<file path="src/verilog/scan_tap_defines.svh">
// constants for the pin-ring scan test port
// How it works
// - instruction 3, skip 1, identity 32 bits
// - 109 ring cells; cell 108 internal control
// - code 000 captures ring, connects chain
// - code 001 loads identity, selects it
// - code 010 captures ring, floats memory outputs
// - code 100 captures ring, connects chain
// - code 111 selects single skip bit
// - identity 31:29 version, 28:12 part code
// - identity 11:1 hardwired vendor code
// - identity bit 0 always one
// - tms and tdi sampled on rising tck
// - tdo changes only after falling tck
// - reset selects identity, control cell high
// - capture-ir loads 01 into low bits
// - under code 000 cell 108 gates outputs
// - top cell at tdi, cell 0 at tdo
`ifndef SCAN_TAP_DEFINES_SVH
`define SCAN_TAP_DEFINES_SVH
`define IR_LEN        3
`define RING_LEN      109
`define RING_CTL_BIT  108
`define ID_LEN        32
`define OP_EXT        3'h0
`define OP_IDENT      3'h1
`define OP_FLOAT      3'h2
`define OP_SNAP       3'h4
`define OP_SKIP       3'h7
`define IR_CAPTURE    3'h1
`define ID_VERSION    3'h0
`define ID_PART       17'h00a5a // arbitrary part code
`define ID_VENDOR     11'h05a   // arbitrary vendor code
`define FIFO_DEPTH    32
`endif

</file>
<file path="src/verilog/scan_tap_pkg.sv">
// types for the pin-ring scan test port
`default_nettype none
package scan_tap_pkg;
	typedef enum logic [3:0] {
		ST_RESET   = 4'h0,
		ST_IDLE    = 4'h1,
		ST_SEL_DR  = 4'h2,
		ST_CAP_DR  = 4'h3,
		ST_SHF_DR  = 4'h4,
		ST_EX1_DR  = 4'h5,
		ST_PAU_DR  = 4'h6,
		ST_EX2_DR  = 4'h7,
		ST_UPD_DR  = 4'h8,
		ST_SEL_IR  = 4'h9,
		ST_CAP_IR  = 4'ha,
		ST_SHF_IR  = 4'hb,
		ST_EX1_IR  = 4'hc,
		ST_PAU_IR  = 4'hd,
		ST_EX2_IR  = 4'he,
		ST_UPD_IR  = 4'hf
	} tap_state_t;
endpackage
`default_nettype wire

</file>
<file path="src/verilog/pin_sync.sv">
// two-stage synchroniser for a group of pin levels
`include "scan_tap_defines.svh"
`timescale 1ns/1ns
`default_nettype none
module pin_sync #(
	parameter int W = 3
) (
	// clock and reset
	input  wire logic         clk,
	input  wire logic         rst_b,
	// levels
	input  wire logic [W-1:0] async_in,
	output logic      [W-1:0] sync_out
);
	logic [W-1:0] meta_r;
	logic [W-1:0] meta_nxt;
	logic [W-1:0] sync_nxt;

	always_comb
	begin
		meta_nxt = async_in;
		sync_nxt = meta_r;
	end

	always_ff @(posedge clk or negedge rst_b)
	begin
		if (!rst_b)
		begin
			meta_r   <= '0;
			sync_out <= '0;
		end
		else
		begin
			meta_r   <= meta_nxt;
			sync_out <= sync_nxt;
		end
	end
endmodule
`default_nettype wire

</file>
<file path="src/verilog/snap_fifo.sv">
// snapshot fifo with valid/ready on both sides
`include "scan_tap_defines.svh"
`timescale 1ns/1ns
`default_nettype none
module snap_fifo #(
	parameter int W = 109,
	parameter int D = 32
) (
	// clock and reset
	input  wire logic         clk,
	input  wire logic         rst_b,
	// fill side
	input  wire logic         in_valid,
	output logic              in_ready,
	input  wire logic [W-1:0] in_data,
	// drain side
	output logic              out_valid,
	input  wire logic         out_ready,
	output logic      [W-1:0] out_data
);
	localparam int AW = $clog2(D);
	logic [W-1:0]  mem [D];
	logic [AW-1:0] wp_r, wp_nxt, rp_r, rp_nxt;
	logic [AW:0]   cnt_r, cnt_nxt;
	logic          push, pop;

	always_comb
	begin
		in_ready  = (cnt_r != D[AW:0]);
		out_valid = (cnt_r != '0);
		out_data  = mem[rp_r];
		push      = in_valid && in_ready;
		pop       = out_valid && out_ready;
		wp_nxt    = push ? wp_r + 1'b1 : wp_r;
		rp_nxt    = pop ? rp_r + 1'b1 : rp_r;
		cnt_nxt   = cnt_r + {{AW{1'b0}}, push} - {{AW{1'b0}}, pop};
	end

	always_ff @(posedge clk)
	begin
		if (push)
			mem[wp_r] <= in_data;
	end

	always_ff @(posedge clk or negedge rst_b)
	begin
		if (!rst_b)
		begin
			wp_r  <= '0;
			rp_r  <= '0;
			cnt_r <= '0;
		end
		else
		begin
			wp_r  <= wp_nxt;
			rp_r  <= rp_nxt;
			cnt_r <= cnt_nxt;
		end
	end
endmodule
`default_nettype wire

</file>
<file path="src/verilog/scan_tap.sv">
// test access port with pin-ring chain, identity and skip registers
`include "scan_tap_defines.svh"
`timescale 1ns/1ns
`default_nettype none
module scan_tap
	import scan_tap_pkg::*;
(
	// clock and reset
	input  wire logic                 clk,
	input  wire logic                 rst_b,
	// test pins
	input  wire logic                 tck,
	input  wire logic                 tms,
	input  wire logic                 tdi,
	output logic                      tdo,
	output logic                      tdo_oe,
	// pin ring
	input  wire logic [`RING_LEN-1:0] ring_in,
	output logic      [`RING_LEN-1:0] ring_out,
	output logic                      ring_drive,
	output logic                      mem_out_en,
	// snapshot stream
	output logic                      snap_valid,
	input  wire logic                 snap_ready,
	output logic      [`RING_LEN-1:0] snap_data
);
	// ***************************************
	// pin synchronisation and tck edges
	// ***************************************
	logic [2:0] pins_s;
	logic       tck_s, tms_s, tdi_s;
	logic       tck_d_r, tck_d_nxt;
	logic       rise, fall;

	pin_sync #(.W(3)) u_sync (
		.clk      (clk),
		.rst_b    (rst_b),
		.async_in ({tck, tms, tdi}),
		.sync_out (pins_s)
	);

	always_comb
	begin
		tck_s     = pins_s[2];
		tms_s     = pins_s[1];
		tdi_s     = pins_s[0];
		tck_d_nxt = tck_s;
		rise      = tck_s && !tck_d_r;
		fall      = !tck_s && tck_d_r;
	end

	// ***************************************
	// controller state machine
	// ***************************************
	tap_state_t st_r, st_nxt;

	always_comb
	begin
		st_nxt = st_r;
		if (rise)
		begin
			case (st_r)
				ST_RESET:  st_nxt = tms_s ? ST_RESET  : ST_IDLE;
				ST_IDLE:   st_nxt = tms_s ? ST_SEL_DR : ST_IDLE;
				ST_SEL_DR: st_nxt = tms_s ? ST_SEL_IR : ST_CAP_DR;
				ST_CAP_DR: st_nxt = tms_s ? ST_EX1_DR : ST_SHF_DR;
				ST_SHF_DR: st_nxt = tms_s ? ST_EX1_DR : ST_SHF_DR;
				ST_EX1_DR: st_nxt = tms_s ? ST_UPD_DR : ST_PAU_DR;
				ST_PAU_DR: st_nxt = tms_s ? ST_EX2_DR : ST_PAU_DR;
				ST_EX2_DR: st_nxt = tms_s ? ST_UPD_DR : ST_SHF_DR;
				ST_UPD_DR: st_nxt = tms_s ? ST_SEL_DR : ST_IDLE;
				ST_SEL_IR: st_nxt = tms_s ? ST_RESET  : ST_CAP_IR;
				ST_CAP_IR: st_nxt = tms_s ? ST_EX1_IR : ST_SHF_IR;
				ST_SHF_IR: st_nxt = tms_s ? ST_EX1_IR : ST_SHF_IR;
				ST_EX1_IR: st_nxt = tms_s ? ST_UPD_IR : ST_PAU_IR;
				ST_PAU_IR: st_nxt = tms_s ? ST_EX2_IR : ST_PAU_IR;
				ST_EX2_IR: st_nxt = tms_s ? ST_UPD_IR : ST_SHF_IR;
				ST_UPD_IR: st_nxt = tms_s ? ST_SEL_DR : ST_IDLE;
				default:   st_nxt = ST_RESET;
			endcase
		end
	end

	// ***************************************
	// scan registers
	// ***************************************
	logic [`IR_LEN-1:0]   ir_sh_r, ir_sh_nxt, ir_r, ir_nxt;
	logic                 skip_r, skip_nxt;
	logic [`ID_LEN-1:0]   id_r, id_nxt;
	logic [`RING_LEN-1:0] ring_sh_r, ring_sh_nxt, ring_lat_r, ring_lat_nxt;
	logic [`ID_LEN-1:0]   id_value;
	logic                 ring_sel;
	logic                 tdo_nxt, tdo_oe_nxt;
	logic                 ring_drive_nxt, mem_out_en_nxt;
	logic                 snap_push, snap_in_ready;

	// codes that put the pin-ring chain on the serial path
	function automatic logic ring_op(input logic [`IR_LEN-1:0] op);
		ring_op = (op == `OP_EXT) || (op == `OP_FLOAT) || (op == `OP_SNAP);
	endfunction

	always_comb
	begin
		id_value = {`ID_VERSION, `ID_PART, `ID_VENDOR, 1'b1};
		ring_sel = ring_op(ir_r);
		ir_sh_nxt    = ir_sh_r;
		ir_nxt       = ir_r;
		skip_nxt     = skip_r;
		id_nxt       = id_r;
		ring_sh_nxt  = ring_sh_r;
		ring_lat_nxt = ring_lat_r;
		snap_push    = 1'b0;
		if (rise)
		begin
			case (st_r)
				ST_RESET:
				begin
					ir_nxt = `OP_IDENT;
					ring_lat_nxt[`RING_CTL_BIT] = 1'b1;
				end
				ST_CAP_IR: ir_sh_nxt = {ir_r[2], 2'b01};
				ST_SHF_IR: ir_sh_nxt = {tdi_s, ir_sh_r[`IR_LEN-1:1]};
				ST_UPD_IR: ir_nxt = ir_sh_r;
				ST_CAP_DR:
				begin
					if (ir_r == `OP_IDENT)
						id_nxt = id_value;
					else if (ring_sel)
					begin
						ring_sh_nxt = ring_in;
						snap_push   = 1'b1;
					end
					else
						skip_nxt = 1'b0;
				end
				ST_SHF_DR:
				begin
					if (ir_r == `OP_IDENT)
						id_nxt = {tdi_s, id_r[`ID_LEN-1:1]};
					else if (ring_sel)
						ring_sh_nxt = {tdi_s, ring_sh_r[`RING_LEN-1:1]};
					else
						skip_nxt = tdi_s;
				end
				ST_UPD_DR: if (ring_sel) ring_lat_nxt = ring_sh_r;
				default: ;
			endcase
		end
		tdo_nxt    = tdo;
		tdo_oe_nxt = tdo_oe;
		if (fall)
		begin
			tdo_oe_nxt = (st_r == ST_SHF_IR) || (st_r == ST_SHF_DR);
			if (st_r == ST_SHF_IR)
				tdo_nxt = ir_sh_r[0];
			else if (ir_r == `OP_IDENT)
				tdo_nxt = id_r[0];
			else if (ring_sel)
				tdo_nxt = ring_sh_r[0];
			else
				tdo_nxt = skip_r;
		end
		ring_drive_nxt = (ir_r == `OP_EXT);
		mem_out_en_nxt = (ir_r == `OP_EXT) ? ring_lat_r[`RING_CTL_BIT]
			: (ir_r != `OP_FLOAT);
	end

	snap_fifo #(.W(`RING_LEN), .D(`FIFO_DEPTH)) u_fifo (
		.clk       (clk),
		.rst_b     (rst_b),
		.in_valid  (snap_push),
		.in_ready  (snap_in_ready),
		.in_data   (ring_in),
		.out_valid (snap_valid),
		.out_ready (snap_ready),
		.out_data  (snap_data)
	);

	// ***************************************
	// registers
	// ***************************************
	always_ff @(posedge clk or negedge rst_b)
	begin
		if (!rst_b)
		begin
			tck_d_r    <= 1'b0;
			st_r       <= ST_RESET;
			ir_sh_r    <= '0;
			ir_r       <= `OP_IDENT;
			skip_r     <= 1'b0;
			id_r       <= '0;
			ring_sh_r  <= '0;
			ring_lat_r <= {1'b1, {(`RING_LEN-1){1'b0}}};
			tdo        <= 1'b0;
			tdo_oe     <= 1'b0;
			ring_drive <= 1'b0;
			mem_out_en <= 1'b1;
		end
		else
		begin
			tck_d_r    <= tck_d_nxt;
			st_r       <= st_nxt;
			ir_sh_r    <= ir_sh_nxt;
			ir_r       <= ir_nxt;
			skip_r     <= skip_nxt;
			id_r       <= id_nxt;
			ring_sh_r  <= ring_sh_nxt;
			ring_lat_r <= ring_lat_nxt;
			tdo        <= tdo_nxt;
			tdo_oe     <= tdo_oe_nxt;
			ring_drive <= ring_drive_nxt;
			mem_out_en <= mem_out_en_nxt;
		end
	end

	always_comb
	begin
		ring_out = ring_lat_r;
	end
endmodule
`default_nettype wire

</file>
<file path="config.mk">
export PLATFORM = sky130hd
export DESIGN_NAME = scan_tap
export DESIGN_NICKNAME = d
export VERILOG_FILES = /design/src/verilog/scan_tap_pkg.sv /design/src/verilog/pin_sync.sv /design/src/verilog/snap_fifo.sv /design/src/verilog/scan_tap.sv
export VERILOG_INCLUDE_DIRS = /design/src /design/src/verilog
export SDC_FILE = /design/constraint.sdc
export NUM_CORES = 2
export LEC_CHECK = 0
export BUFFER_PORTS_ARGS = -buffer_cell sky130_fd_sc_hd__clkbuf_2
export CAP_MARGIN = 30
export CORE_MARGIN = 2
export CORE_UTILIZATION = 65
export CTS_BUF_LIST = sky130_fd_sc_hd__clkbuf_2 sky130_fd_sc_hd__clkbuf_4 sky130_fd_sc_hd__clkbuf_8
export DETAILED_ROUTE_END_ITERATION = 12
export MAX_ROUTING_LAYER = met4
export PLACE_DENSITY = 0.83
export SLEW_MARGIN = 20
export SYNTH_ARGS = -nofsm -noshare
export SYNTH_HDL_FRONTEND = slang
export SYNTH_SLANG_ARGS = --single-unit
</file>
<file path="constraint.sdc">
create_clock -name clk -period 7.2 [get_ports clk]
set_input_delay 0.36 -clock clk [delete_from_list [all_inputs] [get_ports clk]]
set_output_delay 0.36 -clock clk [all_outputs]
set_load 0.05 [all_outputs]
</file>
Yosys cells after proc, flatten, opt, wreduce, memory -nomap -nowiden
Memories as Yosys holds them, arrays and structs flattened.
Index checks and enable logic that the tools add are counted.
{"block": "totals", "ff_bits": 288, "latch_bits": 0, "ram_bits": 3488, "romBits": 0, "input_bits": 115, "elab_cells": 118, "memories": 1}
{"block": "op_classes", "addsub": 4, "multipliers": 0, "div": 0, "n_lt_le_gt_ge": 0, "n_eq_ne": 29, "shift": 0, "muxes": 40, "n_bitwise": 0, "n_reduce_logical": 26}
{"memory": "u_fifo.mem", "depth": 32, "width": 109, "rd": 1, "rd_ports_with_merged_regs": 0, "write_ports": 1, "line": "snap_fifo.sv:22", "rtl": "logic [W-1:0] mem [D];"}
{"operator": "2-to-1 mux 109 bit", "count": 5}
{"operator": "one-hot mux 109 bit (2 select lines)", "count": 1}
{"operator": "2-to-1 mux 32 bit", "count": 2}
{"operator": "one-hot mux 32 bit (2 select lines)", "count": 1}
{"operator": "one-hot mux 4 bit (12 select lines)", "count": 1}
{"operator": "== test 4 bit, second input constant", "count": 8}
{"operator": "!= test 2 bit, second input constant", "count": 9}
{"operator": "2-to-1 mux 1 bit", "count": 17}
{"operator": "== test 4 x 3 -> 1 bit, second input constant", "count": 4}
{"operator": "2-to-1 mux 4 bit", "count": 4}
{"operator": "one-hot mux 3 bit (2 select lines)", "count": 2}
{"operator": "AND reduction 6 bit", "count": 2}
{"operator": "adder 5 x 1 -> 5 bit, second input constant", "count": 2}
{"operator": "== test 4 x 2 -> 1 bit, second input constant", "count": 2}
{"operator": "nonzero test 2 bit", "count": 4}
{"operator": "adder 6 x 1 -> 6 bit", "count": 1}
{"operator": "2-to-1 mux 2 bit", "count": 3}
{"operator": "2-to-1 mux 3 bit", "count": 2}
{"operator": "!= test 6 bit, second input constant", "count": 1}
{"operator": "AND reduction 3 bit", "count": 2}
{"operator": "nonzero test 6 bit", "count": 1}
{"operator": "subtractor 6 x 1 -> 6 bit", "count": 1}
{"operator": "== test 4 x 1 -> 1 bit, second input constant", "count": 1}
{"operator": "logical AND 1 bit", "count": 4}
{"operator": "13 further kinds", "count": 19}

Depth between registers and ports, before layout
{"block": "depth", "ltp_word": 10, "depth_mapped": 14, "ltp_nobuf": 13}

Hierarchy
From an unflattened synthesis, not the netlist that was laid out.
{"block": "hier_totals", "cells_unflattened": 6741, "hier_area_um2": 143859.2}
{"module": "snap_fifo", "n_inst": 1, "cells_per_inst": 5778, "area_per_inst_um2": 132378.2, "seq_area_each_um2": 105140.8}
{"module": "scan_tap", "n_inst": 1, "cells_per_inst": 957, "area_per_inst_um2": 11330.9, "seq_area_each_um2": 6660.1}
{"module": "pin_sync", "n_inst": 1, "cells_per_inst": 6, "area_per_inst_um2": 150.1, "seq_area_each_um2": 150.1}

Least setup slack after synthesis
OpenSTA, ideal clock, no wires.
{"block": "synth_path", "path_type": "register -> register", "from": "register st_r[2]", "to": "memory u_fifo.mem[31][0], enable pin", "setup_ns": 0.579, "arrival_ns": 6.007, "required_time_ns": 6.621, "path_slack_ns": 0.615, "stages_incl_launch_ff": 6, "path_buffers": 1, "synth_period_minus_slack_ns": 6.585, "path_cell_list": "dfrtp_1 nor3b_1 nor4bb_1 buf_2 nand2_1 nor2_1"}
{"block": "synth_between", "elab_chain_len": 6}
{"element": "from (decl)", "line": "scan_tap.sv:55", "rtl": "tap_state_t st_r, st_nxt;"}
{"element": "from (signal assigned)", "line": "scan_tap.sv:202", "rtl": "st_r <= st_nxt;"}
{"element": "== test 4 x 2 -> 1 bit", "line": "scan_tap.sv:115", "rtl": "case (st_r)"}
{"element": "2-to-1 mux 1 bit", "line": "scan_tap.sv:115"}
{"element": "2-to-1 mux 1 bit", "line": "scan_tap.sv:113", "rtl": "if (rise)"}
{"element": "logical AND 1 bit", "line": "snap_fifo.sv:32", "rtl": "push = in_valid && in_ready;"}
{"element": "named net u_fifo.push", "line": "snap_fifo.sv:25", "rtl": "logic push, pop;"}
{"element": "2-to-1 mux 1 bit", "line": "snap_fifo.sv:41", "rtl": "if (push)"}
{"element": "2-to-1 mux 1 bit (not written as such)", "line": "snap_fifo.sv:42", "rtl": "mem[wp_r] <= in_data;"}
{"element": "to (decl)", "line": "snap_fifo.sv:22"}
The timed path passes the listed nets, and every way through them passes these cells.

Worst setup path in the final report
{"block": "layout_path", "from": "register u_fifo.rp_r[4]", "to": "output snap_data[26]"}
{"block": "layout_between", "elab_chain_len": 1}
{"element": "from (decl)", "line": "snap_fifo.sv:23", "rtl": "logic [AW-1:0] wp_r, wp_nxt, rp_r, rp_nxt;"}
{"element": "from (signal assigned)", "line": "snap_fifo.sv:56", "rtl": "rp_r <= rp_nxt;"}
{"element": "memory read (32 x 109 bit)"}
{"element": "to (decl)", "line": "scan_tap.sv:25", "rtl": "output logic [`RING_LEN-1:0] snap_data"}
Every way passes these cells.

==> metrics <==
total clock sinks=3776; number of standard-cell rows in the floorplan=172; LEAKAGE=53.92 nW; hold path startpoint=ring_in[41]; total negative slack=0 ns; commonest cells in the netlist=3488 x sky130_fd_sc_hd__edfxtp_1, 681 x sky130_fd_sc_hd__mux4_2, 437 x sky130_fd_sc_hd__mux2i_1; synthesis-to-finish area growth=12.26%; Final nets=7654; transition at the pin with the smallest max-transition slack=1.218 ns; Slew Limit Headroom=0.1832; pins over their slew limit=0; gpl congestion=0.8495; origin of the critical flop-to-flop path=st_r[2]$_DFFE_PN0P_; DRC viols=0; number of global-route vias before repair=78160; top cell type's share of synthesized area=0.7272; footprint of the multi-input gates=30110 sq um; distinct cell type count of the synthesized netlist=67; area of the core region=219900 sq um; WP data arrival=5.23 ns; fraction of layout cells with a size suffix above 1=0.2975; Via Count=78070; area enclosed by the die boundary=225400 sq um; pwr dens=388.3 nW/um^2; count of instances resized after the clock tree is built=0; kind of end point of the critical path=output port; highest net fanout along the worst path=56; most common cell type on the critical path=sky130_fd_sc_hd__buf_4; minimum setup slack after placement=2.881 ns; Mapped Area=144000 sq um; violation count after the first detailed-routing iteration=13040; final critical-path share of the clock period=0.7765; most numerous cell in the Yosys netlist=sky130_fd_sc_hd__edfxtp_1; delay of the slowest critical-path stage=0.83 ns; biggest area contributors in the synthesized netlist=sky130_fd_sc_hd__edfxtp_1 73%, sky130_fd_sc_hd__mux4_2 11%, sky130_fd_sc_hd__dfrtp_1 5.0%, sky130_fd_sc_hd__mux2i_1 3.0%, sky130_fd_sc_hd__mux2_2 1.1%; Fin Clk Skew=0.08550 ns; HPWL after DPL=216800 um; number of flops mapped to enable cells by yosys=3488; Worst setup SP type=flip-flop; count of endpoints failing setup in the final report=0; IO Port Bufs=337; gate family responsible for the most delay along the worst path=buffers and inverters; fmax=178.9 MHz; dominant synthesized flop cell=sky130_fd_sc_hd__edfxtp_1; worst vdd rail ir drop=0.4293 mV; clock latency of the later-clocked register in the worst-skew pair=1.11 ns; wire length per cell after detailed routing=35.63 um; Via density=7.145; FF+latch area=112000 sq um; Final ANT Viol Nets=0; Stages on worst setup path=7; Setup crit start=u_fifo.rp_r[4]$_DFFE_PN0P_; cell with the largest stage delay on the worst path=sky130_fd_sc_hd__buf_4; cell at the root of the clock tree=sky130_fd_sc_hd__clkbuf_8; setup repair after global routing missed its margin=no; max_cap viols=0; critical path class=reg -> out; cells along the critical path=buf_4, or3b_2, buf_4, o22ai_1, a221o_1, a31oi_1, clkbuf_2; worst path bufs/invs=3; proportion of register bits with asynchronous set or reset after synthesis=0.07627; post-layout min period=5.591 ns; Hold Violations, Final=0; register bit total from synthesis=3776; Syn. warnings=0; Synth area leader=sky130_fd_sc_hd__edfxtp_1; Detailed Routing Iterations Pass 1=8; sequential fraction of the synthesis area=0.7773; I/O pin count=338; pin count of the biggest net entering global routing=136; maximum root-to-sink buffer count=4; H-tree levels=6; required time of the critical path=6.84 ns; cts hold-fix bufs=72; number of cell instances on the worst register-to-register path=6; post-CTS setup buffer count=0; antenna violations before repair=27; Hold WS=0.07063 ns; CTS tree=yes; Global Route Usage Sum=0.3558; Vert. Die Dim=474.7 um; wire length of the first global-routing pass=547300 um; net count after synthesis=6872; Placed Cells incl. Taps=9812; initial core utilization=0.6548; outcome=completed; crit path setup slack, layout=1.609 ns; Total Routed Length=389300 um; clock transition at the register clock pins on the worst setup and hold paths after CTS=0.06 ns; count of mapped cells out of synthesis=6742; Post-Synthesis Mean Instance Area=21.36 sq um; classification of the worst-slack hold path=in -> reg; number of buffers added by the clock tree synthesis step=581; width of the die=474.7 um; hold depth=1; filler cell count in the final layout=11080; Remaining Overflow, GRT=0; final cell count without fillers=10930
through the flow:
| stage | power, mW | cell area (sq um) | utilization |
|---|---|---|---|
| global placement | 45.15 | 149300 | 0.6788 |
| CTS | 62.59 | 161400 | 0.7337 |
| global route | 64.38 | 161700 | 0.7350 |
| finish | 62.79 | 161700 | 0.7351 |
| floorplan | 39.59 | 144000 | - |
| detailed placement | 45.58 | 149600 | 0.6801 |
placed cells by master, fill, tap and decap left out, types with 26 or more instances in the layout:
master                          netlist  layout
sky130_fd_sc_hd__clkbuf_8             0     614
sky130_fd_sc_hd__nor2_1              61      26
sky130_fd_sc_hd__mux2_2             145     145
sky130_fd_sc_hd__a21oi_1             62      62
sky130_fd_sc_hd__clkinv_1             0     116
sky130_fd_sc_hd__mux2i_1            437     437
sky130_fd_sc_hd__o21ai_1             29      29
sky130_fd_sc_hd__o21ai_0            121     121
sky130_fd_sc_hd__mux4_2             681     681
sky130_fd_sc_hd__dlygate4sd3_1        0      74
sky130_fd_sc_hd__a22o_1              70      70
sky130_fd_sc_hd__o221ai_1            62      62
sky130_fd_sc_hd__a211oi_2            30      30
sky130_fd_sc_hd__nor2_4               0      33
sky130_fd_sc_hd__nand2_1            205     204
sky130_fd_sc_hd__buf_4               77     129
sky130_fd_sc_hd__a22oi_1             97      97
sky130_fd_sc_hd__dfrtp_1            285     281
sky130_fd_sc_hd__edfxtp_1          3488    3488
sky130_fd_sc_hd__o221a_2             27      27
sky130_fd_sc_hd__o22ai_1            190     190
sky130_fd_sc_hd__a31oi_1             31      31
sky130_fd_sc_hd__clkinv_2             0      42
sky130_fd_sc_hd__clkbuf_2             1     336
sky130_fd_sc_hd__a221o_1             27      27
sky130_fd_sc_hd__buf_12               0      47
sky130_fd_sc_hd__clkbuf_4             1     195
sky130_fd_sc_hd__a211oi_1           101     101
sky130_fd_sc_hd__diode_2              0      26
routing by layer:
metal / up-vias / global-route usage / wire length [um]
li1: 29890 / - / -
met1: 39800 / 0.4480 / 126700
met2: 7067 / 0.5426 / 186800
met3: 1318 / 0.08822 / 51620
met4: 0 / 0.1882 / 24230
met5: - / - / 0
state kept, by name (all words and copies together), names as in the netlist, 4 cells and up:
register      flops
id_r             32
ring_out        109
ring_sh_r       109
st_r              4
u_fifo.cnt_r      6
u_fifo.mem     3488
u_fifo.rp_r       5
u_fifo.wp_r       5
final timing paths:
| path | endpoint | slack (ns) |
|---|---|---|
| max in group asynchronous | id_r[15]$_DFFE_PN0P_ | 5.93 |
| min in group asynchronous | ring_sh_r[0]$_DFFE_PN0P_ | 0.57 |
| worst min register to register | u_sync.sync_out[0]$_DFF_PN0_ | 0.35 |
| worst max register to register | u_fifo.mem[18][46]$_DFFE_PP_ | 2.72 |
| worst min-delay path | u_fifo.mem[0][41]$_DFFE_PP_ | 0.07 |
| worst max-delay path | snap_data[26] | 1.61 |
cells by family after synthesis:
family	synth area share
buffers and inverters	0.01612
xor gates and xnor gates	0.0007297
DFF	0.7773
and+or+nand+nor	0.01063
muxes	0.1498
adders and majority gates	0.001425
AOI/OAI and AO/OA	0.04404
layout make-up:
class	instances	share of cell area
inverters	20	0.0004643
multi-input cells	2540	0.1862
clock buffers	808	0.06127
repair buffers	605	0.02927
flip-flops and latches	3776	0.6925
well taps	2958	0.02289
diodes	26	0.0004024
clock inverters	194	0.007011
where the power goes:
part | total [mW] | internal [mW] | switching (mW)
sequential | 25.4 | 24.6 | 0.855
combinational | 20.1 | 6.94 | 13.2
clock | 17.2 | 9.20 | 8.05
Note: power is estimated with default switching activity, not from simulation.
